File: config.mk
export PLATFORM = sky130hd
export DESIGN_NAME = loiex_exec
export DESIGN_NICKNAME = d
export VERILOG_FILES = /design/src/rtl/loiex_exec.v /design/src/rtl/loiex_zero_detect.v
export VERILOG_INCLUDE_DIRS = /design/src /design/src/rtl
export SDC_FILE = /design/constraint.sdc
export NUM_CORES = 1
export LEC_CHECK = 0
export ABC_AREA = 1
export BUFFER_PORTS_ARGS = -buffer_cell sky130_fd_sc_hd__buf_2
export CORE_ASPECT_RATIO = 0.7
export CORE_MARGIN = 2
export CORE_UTILIZATION = 54
export DETAILED_ROUTE_END_ITERATION = 10
export PLACE_DENSITY = 0.95
export SYNTH_ARGS = -nofsm -noshare
export SYNTH_HDL_FRONTEND = slang
export SYNTH_HIERARCHICAL = 1
export SYNTH_SLANG_ARGS = --single-unit
File: constraint.sdc
create_clock -name clock -period 5.4 [get_ports clock]
set_input_delay 0.27 -clock clock [delete_from_list [all_inputs] [get_ports clock]]
set_output_delay 0.27 -clock clock [all_outputs]
set_load 0.01 [all_outputs]
File: src/rtl/loiex_map.vh
/*
 * Opcode patterns, field positions and reset values for the logic-group
 * instruction executor.
 * Assumes inclusion by bare name from the design files of this block.
 */
`ifndef LOIEX_MAP_VH
`define LOIEX_MAP_VH

// ****************************************************************
// Opcode patterns and masks.
// ****************************************************************
`define LOIEX_OP_NOP 12'h000
`define LOIEX_MASK_FULL 12'hFFF
`define LOIEX_OP_NOT 12'h260
`define LOIEX_OP_OR_FW 12'h120
`define LOIEX_OP_OR_WF 12'h100
`define LOIEX_MASK_FREG 12'hFE0
`define LOIEX_OP_OR_LIT 12'hD00
`define LOIEX_MASK_LIT 12'hF00

// ****************************************************************
// Field positions.
// ****************************************************************
`define LOIEX_FADDR_MSB 4
`define LOIEX_LIT_MSB 7

// ****************************************************************
// Reset values and constants.
// ****************************************************************
`define LOIEX_W_RESET 8'h00
`define LOIEX_Z_RESET 1'h0
`define LOIEX_FADDR_RESET 5'h00
`define LOIEX_ALL_ONES 8'hFF
`define LOIEX_ZERO 8'h00

`endif

File: src/rtl/loiex_exec.v
/*
 * Single-cycle executor for no-operation, complement and the three OR
 * forms of an 8-bit core. Holds the working register and zero flag.
 * Assumes the core presents one opcode per cycle with a valid strobe, reads
 * the file register array combinationally at the address given, and accepts
 * a one-cycle write strobe with address and data.
 */
`timescale 1ns/100ps
`include "loiex_map.vh"

module loiex_exec (
    // Clock and reset.
    input wire clock,
    input wire rst_b,
    // Instruction in.
    input wire [11:0] opcode,
    input wire opcode_valid,
    // File register array read port.
    output wire [4:0] file_register_operand_addr,
    input wire [7:0] file_register_operand,
    // File register array write port.
    output reg file_wr_en,
    output reg [4:0] file_wr_addr,
    output reg [7:0] file_wr_data,
    // Architectural state.
    output wire [7:0] w_value,
    output wire zero_flag,
    // Decode status.
    output wire claimed,
    output reg done
);

    // Operation classes of the decoded opcode.
    localparam OPC_NONE = 3'h0;
    localparam OPC_NOP = 3'h1;
    localparam OPC_NOT = 3'h2;
    localparam OPC_OR_FW = 3'h3;
    localparam OPC_OR_WF = 3'h4;
    localparam OPC_OR_LIT = 3'h5;

    reg [7:0] w_reg;
    reg [7:0] w_next;
    reg z_reg;
    reg z_next;
    reg [2:0] op_class;
    reg [7:0] operand_a;
    reg [7:0] operand_b;
    reg [7:0] result;
    reg do_logic;
    reg to_file;
    reg wr_en_next;
    reg [4:0] wr_addr_next;
    reg [7:0] wr_data_next;
    reg done_next;
    wire res_zero;
    wire dec_nop;
    wire dec_not;
    wire dec_or_fw;
    wire dec_or_wf;
    wire dec_or_lit;
    wire [4:0] faddr;
    wire [7:0] lit_value;

    // ****************************************************************
    // Decode.
    // ****************************************************************
    assign dec_nop = (opcode & `LOIEX_MASK_FULL) == `LOIEX_OP_NOP;
    assign dec_not = (opcode & `LOIEX_MASK_FREG) == `LOIEX_OP_NOT;
    assign dec_or_fw = (opcode & `LOIEX_MASK_FREG) == `LOIEX_OP_OR_FW;
    assign dec_or_wf = (opcode & `LOIEX_MASK_FREG) == `LOIEX_OP_OR_WF;
    assign dec_or_lit = (opcode & `LOIEX_MASK_LIT) == `LOIEX_OP_OR_LIT;
    assign faddr = opcode[`LOIEX_FADDR_MSB:0];
    assign lit_value = opcode[`LOIEX_LIT_MSB:0];

    // The five encodings cannot overlap, so the order of tests is free.
    always @* begin
        op_class = OPC_NONE;
        if (opcode_valid) begin
            if (dec_nop) begin
                op_class = OPC_NOP;
            end else if (dec_not) begin
                op_class = OPC_NOT;
            end else if (dec_or_fw) begin
                op_class = OPC_OR_FW;
            end else if (dec_or_wf) begin
                op_class = OPC_OR_WF;
            end else if (dec_or_lit) begin
                op_class = OPC_OR_LIT;
            end
        end
    end

    assign file_register_operand_addr = faddr;
    // Only the five listed encodings are ours; nothing is rejected.
    assign claimed = (op_class != OPC_NONE);
    assign w_value = w_reg;
    assign zero_flag = z_reg;

    // ****************************************************************
    // Operand selection.
    // ****************************************************************
    always @* begin
        operand_a = `LOIEX_ZERO;
        operand_b = `LOIEX_ZERO;
        case (op_class)
            OPC_NOT: begin
                operand_a = file_register_operand;
                operand_b = `LOIEX_ALL_ONES;
            end
            OPC_OR_FW: begin
                operand_a = file_register_operand;
                operand_b = w_reg;
            end
            OPC_OR_WF: begin
                operand_a = w_reg;
                operand_b = file_register_operand;
            end
            OPC_OR_LIT: begin
                operand_a = w_reg;
                operand_b = lit_value;
            end
            default: begin
                operand_a = `LOIEX_ZERO;
                operand_b = `LOIEX_ZERO;
            end
        endcase
    end

    // ****************************************************************
    // Execute.
    // ****************************************************************
    always @* begin
        result = `LOIEX_ZERO;
        do_logic = 1'h0;
        to_file = 1'h0;
        case (op_class)
            OPC_NOT: begin
                result = operand_a ^ operand_b;
                do_logic = 1'h1;
                to_file = 1'h1;
            end
            OPC_OR_FW: begin
                result = operand_a | operand_b;
                do_logic = 1'h1;
                to_file = 1'h1;
            end
            OPC_OR_WF: begin
                result = operand_a | operand_b;
                do_logic = 1'h1;
            end
            OPC_OR_LIT: begin
                result = operand_a | operand_b;
                do_logic = 1'h1;
            end
            default: begin
                // No-operation and foreign opcodes leave all state alone.
                result = `LOIEX_ZERO;
                do_logic = 1'h0;
                to_file = 1'h0;
            end
        endcase
    end

    loiex_zero_detect u_zero (
        .value(result),
        .is_zero(res_zero)
    );

    // ****************************************************************
    // Next state.
    // ****************************************************************
    always @* begin
        w_next = w_reg;
        z_next = z_reg;
        if (do_logic) begin
            z_next = res_zero;
            if (!to_file) begin
                w_next = result;
            end
        end
    end

    always @* begin
        wr_en_next = do_logic & to_file;
        wr_addr_next = faddr;
        wr_data_next = result;
        done_next = claimed;
    end

    // ****************************************************************
    // Registers.
    // ****************************************************************
    always @(posedge clock) begin
        if (!rst_b) begin
            w_reg <= `LOIEX_W_RESET;
            z_reg <= `LOIEX_Z_RESET;
        end else begin
            w_reg <= w_next;
            z_reg <= z_next;
        end
    end

    // The write port is registered so the array sees one clean strobe.
    always @(posedge clock) begin
        if (!rst_b) begin
            file_wr_en <= 1'h0;
            file_wr_addr <= `LOIEX_FADDR_RESET;
            file_wr_data <= `LOIEX_ZERO;
        end else begin
            file_wr_en <= wr_en_next;
            file_wr_addr <= wr_addr_next;
            file_wr_data <= wr_data_next;
        end
    end

    always @(posedge clock) begin
        if (!rst_b) begin
            done <= 1'h0;
        end else begin
            done <= done_next;
        end
    end

endmodule

File: src/rtl/loiex_zero_detect.v
/*
 * Zero detector for an 8-bit result.
 * Assumes a purely combinational use inside the executor.
 */
`timescale 1ns/100ps
`include "loiex_map.vh"

module loiex_zero_detect (
    // Operand.
    input wire [7:0] value,
    // Result.
    output wire is_zero
);

    assign is_zero = (value == `LOIEX_ZERO);

endmodule

Word-level counts from Yosys, hierarchy flattened
Index checks and enable logic that the tools add are counted.

word-level totals
  register bits = 24
  input port bits = 23
  output and inout port bits = 30
  word-level logic and storage cells = 37

operators by class
  equal/unequal tests = 8
  muxes and demuxes = 11
  bitwise gates (word level) = 4
  reductions and logical operators = 8

operator list
  kind                                                                    number
  8-bit one-hot mux with 2 select lines                                   2
  8-bit one-hot mux with 4 select lines                                   1
  3-bit 2-to-1 mux                                                        6
  7-bit by 4-bit equality test with 1-bit output (second input constant)  2
  12-bit zero test                                                        1
  8-bit zero test                                                         1
  8-bit OR                                                                1
  8-bit XOR                                                               1
  7-bit by 5-bit equality test with 1-bit output (second input constant)  1
  3-bit by 2-bit equality test with 1-bit output (second input constant)  2
  3-bit equality test (second input constant)                             2
  4-bit equality test (second input constant)                             1
  2-bit OR reduction                                                      2
  4-bit OR reduction                                                      1
  3-bit nonzero test                                                      1
  3-bit OR reduction                                                      1
  1-bit 2-to-1 mux                                                        2
  2-bit AND reduction                                                     1
  1-bit bitwise AND                                                       1
  1-bit NOT                                                               1

Logic depth before layout (Yosys ltp)
Gate-level depths: netlist of run 1.

  depth in word-level cells = 13
  depth in mapped cells = 20
  depth with buffers taken out = 20

Modules after synthesis
Netlist of run 1, hierarchy kept.

modules (own cells, without submodules)
  module             instances  cells each  area an instance (um^2)
  loiex_exec         1          245         1,604.0
  loiex_zero_detect  1          7           26.3

Worst setup path before layout of run 1
OpenSTA, ideal clock, no wires.

  path kind = input-to-reg
  from = input port opcode[5]
  to = register z_reg (netlist: zero_flag)
  arrival = 1,932 ps
  required time = 5,336 ps
  path slack = 3,404 ps
  cell stages on the path = 16
  path buffers = 0
  cell sequence = nor2_2 > nand3_2 > o21ai_4 > nand2_4 > clkinv_2 > nand2_4 > nor2_2 > nor2_1 > ha_1 > nand2_1 > nand2_1 > nor2_1 > nand2_1 > nor2_1 > nor2_1 > nor2_1

on the way
  longest elaborated chain between the ends = 12
  elaborated cells between the ends (all ways) = 24

ends and longest elaborated chain
  what                                                                                   RTL line                            RTL
  start, declared                                                                        loiex_exec.v:16                     input wire [11:0] opcode,
  7-bit by 4-bit equality test with 1-bit output (no line)                               --
  3-bit 2-to-1 mux                                                                       loiex_exec.v:85                     end else if (dec_or_wf) begin
  3-bit 2-to-1 mux                                                                       loiex_exec.v:83                     end else if (dec_or_fw) begin
  3-bit 2-to-1 mux                                                                       loiex_exec.v:81                     end else if (dec_not) begin
  3-bit 2-to-1 mux (*)                                                                   loiex_exec.v:79                     if (dec_nop) begin
  3-bit 2-to-1 mux (*)                                                                   loiex_exec.v:78                     if (opcode_valid) begin
  3-bit equality test or 3-bit by 2-bit equality test with 1-bit output (tied branches)  loiex_exec.v:105, loiex_exec.v:136
  2-bit OR reduction (no line)                                                           --
  8-bit one-hot mux with 2 select lines                                                  loiex_exec.v:105                    case (op_class)
  8-bit OR or 8-bit XOR (tied branches)                                                  --
  8-bit one-hot mux with 2 select lines (*)                                              loiex_exec.v:136                    case (op_class)
  via result[7]                                                                          loiex_exec.v:48                     reg [7:0] result;
  8-bit zero test (no line) (*)                                                          --
  via res_zero                                                                           loiex_exec.v:55                     wire res_zero;
  end signal, assigned                                                                   loiex_exec.v:196                    z_reg <= `LOIEX_Z_RESET;
  end signal, assigned                                                                   loiex_exec.v:199                    z_reg <= z_next;
  end, declared                                                                          loiex_exec.v:43                     reg z_reg;

Mark *: on every way through the listed nets, which the timed path passes. The rest lies on a longest branch.
A chain may end at the register's enable or synchronous reset.

Worst setup path in the final report of run 1
Ends and elaborated chain as after synthesis.

==> results by group, run 1 <==
Status
  – Result of the run: finished, final reports clean

Synth
  – Share of cell area taken by muxes after synthesis: 0%
  – Synth Area per Inst: 6.47 um2
  – Simple-gate share of the synthesized area: 33.8%
  – Nets in the synthesized netlist: 283
  – Combinational family with the most area after synthesis: simple AND/OR/NAND/NOR gates
  – Number of cells produced by synthesis: 252
  – Number of synthesized register bits: 24
  – Synthesized-area fraction occupied by adder cells: 6.14%
  – Proportion of netlist area held by the largest area contributor: 29.5%
  – Post-synthesis instance area: 1630 um2
  – Yosys warning total: 6
  – Synth Area in Compound Gates: 13.6%
  – Number of different library cells in the post-synthesis netlist: 24
  – XOR/XNOR Fraction of Synth Area: 0%
  – Dominant cells by area after synthesis: sky130_fd_sc_hd__dfxtp_1, sky130_fd_sc_hd__nand2_1, sky130_fd_sc_hd__inv_1, sky130_fd_sc_hd__ha_1, sky130_fd_sc_hd__nor2_1
  – Sequential cell area fraction in the yosys report: 29.5%
  – Cell accounting for the most synthesized area: sky130_fd_sc_hd__dfxtp_1

Timing
  – Slew Limit Headroom: 65.9%
  – Final Hold Fails: 0
  – Fraction of the cycle the final worst path needs: 43.0%
  – Setup repair after global routing missed its margin: no
  – Final total negative setup slack: 0 ns
  – Setup violations, final: 0
  – Post-layout min period: 2.32 ns
  – Worst-margin pin slew: 0.509 ns
  – Slew Limit Fails: 0
  – Maximum operating frequency: 0.431 GHz
  – Final clock skew: 0.00543 ns
  – Final worst hold slack: 0.228 ns

Die
  – Die H: 50.0 um
  – Initial core utilization: 57.4%
  – Number of cell rows: 16
  – DIE AREA: 3480 um2
  – Placeable Area: 2840 um2
  – Count of boundary I/O pins: 53
  – Die X-Extent: 69.7 um

GRT
  – All-Layer GR Usage: 23.9%
  – Maximum number of pins on one net before global-route repair: 20
  – Initial antenna violation count: 0
  – GRT overflow: 0
  – Wire length of the first global-routing pass: 6760 um
  – Via count of the first global-routing pass: 1545

Critical path
  – Data arrival time of the worst path: 2.53 ns
  – Type of element capturing the critical path: flop
  – Required time worst endpoint: 5.61 ns
  – Crit path max fanout: 19
  – Critical Path Start Type: primary input
  – Critical path class: primary input to flop
  – Reg-to-reg slack, setup: 3.66 ns

Drt
  – Avg Vias per Cell: 5.23
  – Via count: 1752
  – DRC violations left: 0
  – Final wirelength: 3980 um
  – Number of search-and-repair iterations in the first detailed-routing pass: 7
  – Initial drt markers: 131
  – Routed wire per std cell: 11.9 um
  – Post-route antenna net violation count: 0

Placement
  – Number of buffers inserted by port buffering: 52
  – Total cell area at the placement stage: 1870 um2
  – RePlAce Congestion: 0.922
  – Instance count after placement with tap cells included: 331
  – Half-perimeter wire length after placement: 2930 um

Final layout
  – Final design utilization: 68.4%
  – Area added between synthesis and finish: 19.3%
  – Layout Cells excl Fill: 335
  – Net total in the final layout: 331
  – Most common cell after layout, fill and taps aside: sky130_fd_sc_hd__nand2_1
  – Design Area, Final: 1940 um2
  – Fill count: 254
  – Layout cells sized above 1: 26.4%
  – Number of inserted diodes: 0
  – Footprint of the multi-input gates: 872 um2
  – Sequential cell area: 480 um2
  – Most used cells in the layout excluding fill and tap cells: sky130_fd_sc_hd__nand2_1, sky130_fd_sc_hd__inv_1, sky130_fd_sc_hd__buf_2

CTS
  – Number of buffers added to fix hold violations after cts: 0
  – Total clock sinks: 24
  – CTS H-Tree Depth: 1
  – CTS max path bufs: 2
  – CTS tree: yes
  – Clk Tree Root Cell: sky130_fd_sc_hd__clkbuf_8
  – Clock buffers created by TritonCTS: 3
  – Clock insertion delay at the later pin of the skew report: 0.26 ns
  – Post-CTS clock slew at the launch and capture registers of the worst setup and hold paths: 0.08 ns
  – Number of buffers inserted by post-CTS setup repair: 0
  – Number of gates resized after cts: 0

Worst hold path
  – Path category of the worst min-delay check: primary input to flop

Pwr
  – Power Dens Cells: 200 nW/um2
  – Pleak: 1.15 nW
  – Worst-case vdd ir drop: 0.126 mV

Flow run
  – Max-Cap Viols: 0
[cell type report]
cell class / count / share of cell area [%]
clock buffer: 3 / 2.12
clock inverter: 1 / 1.54
inverter: 57 / 11.1
multi-input combinational: 162 / 44.9
sequential: 24 / 24.7
tap: 36 / 2.32
timing repair buffer: 52 / 13.4
[metal layers]
metal / routed length (um) / track usage (%)
met1: 1770 / 32.6
met2: 1700 / 36.9
met3: 378 / 5.52
met4: 132 / 9.29
met5: 0 / 0
[kinds of logic (layout without fill, tap and decap cells)]
group                      count (synthesis)  after routing
adders and majority gates                  8              8
DFF                                       24             24
and+or+nand+nor                          117            117
AOI/OAI and AO/OA                         37             37
buffers and inverters                     66            113
[Yosys cell counts (all sizes together)]
cell     n
nand2   61
inv     55
nor2    33
dfxtp   24
a21oi   18
nand3   13
o21ai   11
nand4   10
buf      8
ha       8
o22ai    8
clkinv   2
clkbuf   1
[final timing paths]
path,cells after the start,start,to
setup / recovery,17,opcode[5],zero_flag$_SDFFE_PN0P_
hold / removal,3,opcode[2],file_wr_addr[2]$_SDFF_PN0_
setup reg to reg,11,w_value[6]$_SDFFE_PN0P_,zero_flag$_SDFFE_PN0P_
hold reg to reg,2,zero_flag$_SDFFE_PN0P_,zero_flag$_SDFFE_PN0P_
[through the flow]
stage	total power [mW]	setup slack (ns)
2_1_floorplan	0.217	3.40
3_3_place_gp	0.236	2.96
3_5_place_dp	0.237	2.87
4_1_cts	0.391	3.15
5_1_grt	0.408	2.92
6_report	0.388	3.08
[registers in the layout, summed over array words and instances, names as in the netlist]
name and cells:
file_wr_addr 5, file_wr_en 1, zero_flag 1, file_wr_data 8, done 1, w_value 8
[worst max-delay path, cell delays in order]
cell,delay [ns]
sky130_fd_sc_hd__buf_2,0.12
sky130_fd_sc_hd__nor2_2,0.14
sky130_fd_sc_hd__nand3_2,0.10
sky130_fd_sc_hd__o21ai_4,0.26
sky130_fd_sc_hd__nand2_4,0.21
sky130_fd_sc_hd__clkinv_2,0.20
sky130_fd_sc_hd__nand2_4,0.13
sky130_fd_sc_hd__nor2_2,0.09
sky130_fd_sc_hd__nor2_1,0.06
sky130_fd_sc_hd__ha_1,0.26
sky130_fd_sc_hd__nand2_1,0.10
sky130_fd_sc_hd__nand2_1,0.06
sky130_fd_sc_hd__nor2_1,0.18
sky130_fd_sc_hd__nand2_1,0.09
sky130_fd_sc_hd__nor2_1,0.11
sky130_fd_sc_hd__nor2_1,0.05
sky130_fd_sc_hd__nor2_1,0.09
[power by group]
part           leakage [nW]  internal [mW]  switching, mW
sequential            0.195          0.181        0.00181
combinational         0.921         0.0181         0.0326
clock                0.0357         0.0990         0.0555
No activity file was read; power rests on OpenSTA's default activity.
==> run 2: changes to the inputs <==
Settings changed: CORE_UTILIZATION 54 to 46, PLACE_DENSITY 0.95 to 0.88.
Clock period 5.4 ns to 1.9 ns, I/O delays scaled along.
==> run 2 against run 1 <==
Design area is 20% higher. Die area is 16% higher. Combinational power grew to 3.6 times the previous value. First-iteration DRC count is 6.9% lower. Wire length is 19% higher. Clock skew is 0.0032 ns lower. Register-to-register slack worse by 3.4 ns. Cell count is 16% higher. Sequential power grew to 2.8 times the previous value. Critical path depth stayed put. Clock power grew to 2.9 times the previous value. Global-route usage is 0.32 points lower.
==> results by group, run 2 (synthesis gave the netlist of run 1 again) <==
Drt
  – Number of search-and-repair iterations in the first detailed-routing pass: 5 (-2)
  – Final wirelength: 4720 um (+19%)
  – DRC violations left: 0 (unchanged)
  – Via count: 1893 (+8.0%)
  – Avg Vias per Cell: 4.87 (-7.0%)
  – Post-route antenna net violation count: 0 (unchanged)
  – Routed wire per std cell: 12.1 um (+2.1%)
  – Initial drt markers: 122 (-6.9%)

Placement
  – Pre-CTS setup slack: -0.265 ns (-3.14 ns)
  – Half-perimeter wire length after placement: 3510 um (+20%)
  – Instance count after placement with tap cells included: 383 (+16%)
  – RePlAce Congestion: 0.881 (-4.4%)
  – Number of buffers inserted by port buffering: 52 (unchanged)

Die
  – Number of cell rows: 18 (+2)
  – Die H: 53.8 um (+7.7%)
  – Die X-Extent: 75.2 um (+7.9%)
  – Initial core utilization: 47.0% (-10 points)
  – Placeable Area: 3470 um2 (+22%)
  – DIE AREA: 4040 um2 (+16%)
  – Count of boundary I/O pins: 53 (unchanged)

Timing
  – Final Hold Fails: 0 (unchanged)
  – Setup violations, final: 0 (unchanged)
  – Post-layout min period: 1.87 ns
  – Slew Limit Headroom: 67.0% (+1.1 points)
  – Worst-margin pin slew: 0.492 ns (-0.0169 ns)
  – Maximum operating frequency: 0.535 GHz
  – Fraction of the cycle the final worst path needs: 98.3%
  – Final clock skew: 0.00222 ns (-0.00321 ns)
  – Setup ws final: 0.0315 ns (-3.05 ns)
  – Slew Limit Fails: 0 (unchanged)
  – Setup repair after global routing missed its margin: yes

GRT
  – Via count of the first global-routing pass: 1758 (+14%)
  – Maximum number of pins on one net before global-route repair: 19 (-5.0%)
  – All-Layer GR Usage: 23.6% (-0.32 points)
  – GRT overflow: 0 (unchanged)
  – Initial antenna violation count: 0 (unchanged)
  – Wire length of the first global-routing pass: 7270 um (+7.4%)

Critical path
  – Critical path class: primary input to flop
  – Type of element capturing the critical path: flop
  – Required time worst endpoint: 2.10 ns (-3.51 ns)
  – Crit path max fanout: 5 (-14)
  – Data arrival time of the worst path: 2.07 ns (-0.46 ns)
  – Critical Path Start Type: primary input

CTS
  – Clock insertion delay at the later pin of the skew report: 0.27 ns (about the same)
  – Total clock sinks: 24 (unchanged)
  – CTS max path bufs: 2 (unchanged)
  – Number of buffers added to fix hold violations after cts: 0 (unchanged)
  – Clk Tree Root Cell: sky130_fd_sc_hd__clkbuf_8
  – Post-CTS clock slew at the launch and capture registers of the worst setup and hold paths: 0.09 ns (about the same)
  – Clock buffers created by TritonCTS: 3 (unchanged)
  – CTS H-Tree Depth: 1 (unchanged)
  – CTS tree: yes

Status
  – Result of the run: finished, final reports clean

Pwr
  – Power Dens Cells: 494 nW/um2 (+150%)
  – Pleak: 1.34 nW (+17%)
  – Worst-case vdd ir drop: 0.421 mV (+230%)

Flow run
  – Max-Cap Viols: 0 (unchanged)

Worst hold path
  – Path category of the worst min-delay check: primary input to flop

Final layout
  – Net total in the final layout: 371 (+12%)
  – Layout Cells excl Fill: 389 (+16%)
  – Most used cells in the layout excluding fill and tap cells: sky130_fd_sc_hd__inv_1, sky130_fd_sc_hd__nand2_1, sky130_fd_sc_hd__buf_2
  – Area added between synthesis and finish: 42.7%
  – Most common cell after layout, fill and taps aside: sky130_fd_sc_hd__inv_1
  – Number of inserted diodes: 0 (unchanged)
  – Layout cells sized above 1: 38.6% (+12 points)
  – Final design utilization: 67.1% (-1.3 points)
## run 2: changes by cell type in the layout (fill, tap and decap cells not counted), moves of 2 or more
cell                      delta
sky130_fd_sc_hd__buf_2       -2
sky130_fd_sc_hd__buf_4      +39
sky130_fd_sc_hd__buf_6       +2
sky130_fd_sc_hd__inv_1       -2
sky130_fd_sc_hd__inv_2       +2
sky130_fd_sc_hd__nand2_1     -5
sky130_fd_sc_hd__nand2_2     +5
sky130_fd_sc_hd__nor2_1      -5
sky130_fd_sc_hd__nor2_2      +3
sky130_fd_sc_hd__nor2_4      +2
## run 2: metal layers
metal | global-route usage [%] | routed length (um) | up-vias
met5 | 0 | 0 | -
met1 | 29.1 | 2040 | 839
met4 | 7.60 | 23 | 0
met2 | 41.5 | 2280 | 89
li1 | - | - | 961
met3 | 5.06 | 372 | 4
## run 2: path summary, 6_finish.rpt
path	startpoint	endpoint	slack (ns)	depth (start not counted)
setup / recovery	opcode[9]	zero_flag$_SDFFE_PN0P_	0.03	17
hold / removal	rst_b	file_wr_addr[0]$_SDFF_PN0_	0.11	3
setup reg to reg	w_value[0]$_SDFFE_PN0P_	zero_flag$_SDFFE_PN0P_	0.22	11
hold reg to reg	w_value[4]$_SDFFE_PN0P_	w_value[4]$_SDFFE_PN0P_	0.59	4
## run 2: layout make-up
| type | count | area (um2) |
|---|---|---|
| inverters | 57 | 215 |
| clock inverters | 1 | 30.0 |
| fillers | 330 | 1140 |
| repair buffers | 92 | 581 |
| well taps | 50 | 62.6 |
| multi-input cells | 162 | 916 |
| clock buffers | 3 | 41.3 |
| flip-flops and latches | 24 | 480 |
## run 2: repair_timing
item,CTS,global route
setup endpoints to repair,0,1
buffers inserted,0,2
resized for setup,0,22
## run 2: critical path, stage by stage
cell,delay [ns]
sky130_fd_sc_hd__buf_2,0.11
sky130_fd_sc_hd__inv_2,0.09
sky130_fd_sc_hd__nand4_1,0.17
sky130_fd_sc_hd__nand2_2,0.12
sky130_fd_sc_hd__inv_2,0.06
sky130_fd_sc_hd__buf_4,0.15
sky130_fd_sc_hd__o21ai_0,0.19
sky130_fd_sc_hd__nand2_1,0.09
sky130_fd_sc_hd__nor2_1,0.11
sky130_fd_sc_hd__ha_1,0.25
sky130_fd_sc_hd__nand2_1,0.08
sky130_fd_sc_hd__nand2_1,0.07
sky130_fd_sc_hd__nor2_2,0.13
sky130_fd_sc_hd__nand2_1,0.09
sky130_fd_sc_hd__nor2_1,0.11
sky130_fd_sc_hd__nor2_1,0.05
sky130_fd_sc_hd__nor2_1,0.09
## run 2: through the flow
step           hold WS (ns)  power (mW)  TNS (ns)  instance area [um2]
3_3_place_gp          0.387       0.695    -0.158                 2180
6_report              0.108        1.15         0                 2330
2_1_floorplan         0.188       0.616         0                 1630
4_1_cts              0.0977        1.15         0                 2250
5_1_grt               0.119        1.20    -0.119                 2330
3_5_place_dp          0.384       0.700    -0.431                 2180
## run 2: power by group
group          switching (mW)  leakage (nW)  internal (mW)
Sequential            0.00546         0.195          0.514
Clock                   0.166        0.0357          0.282
Combinational           0.103          1.11         0.0779
Total                   0.275          1.34          0.873
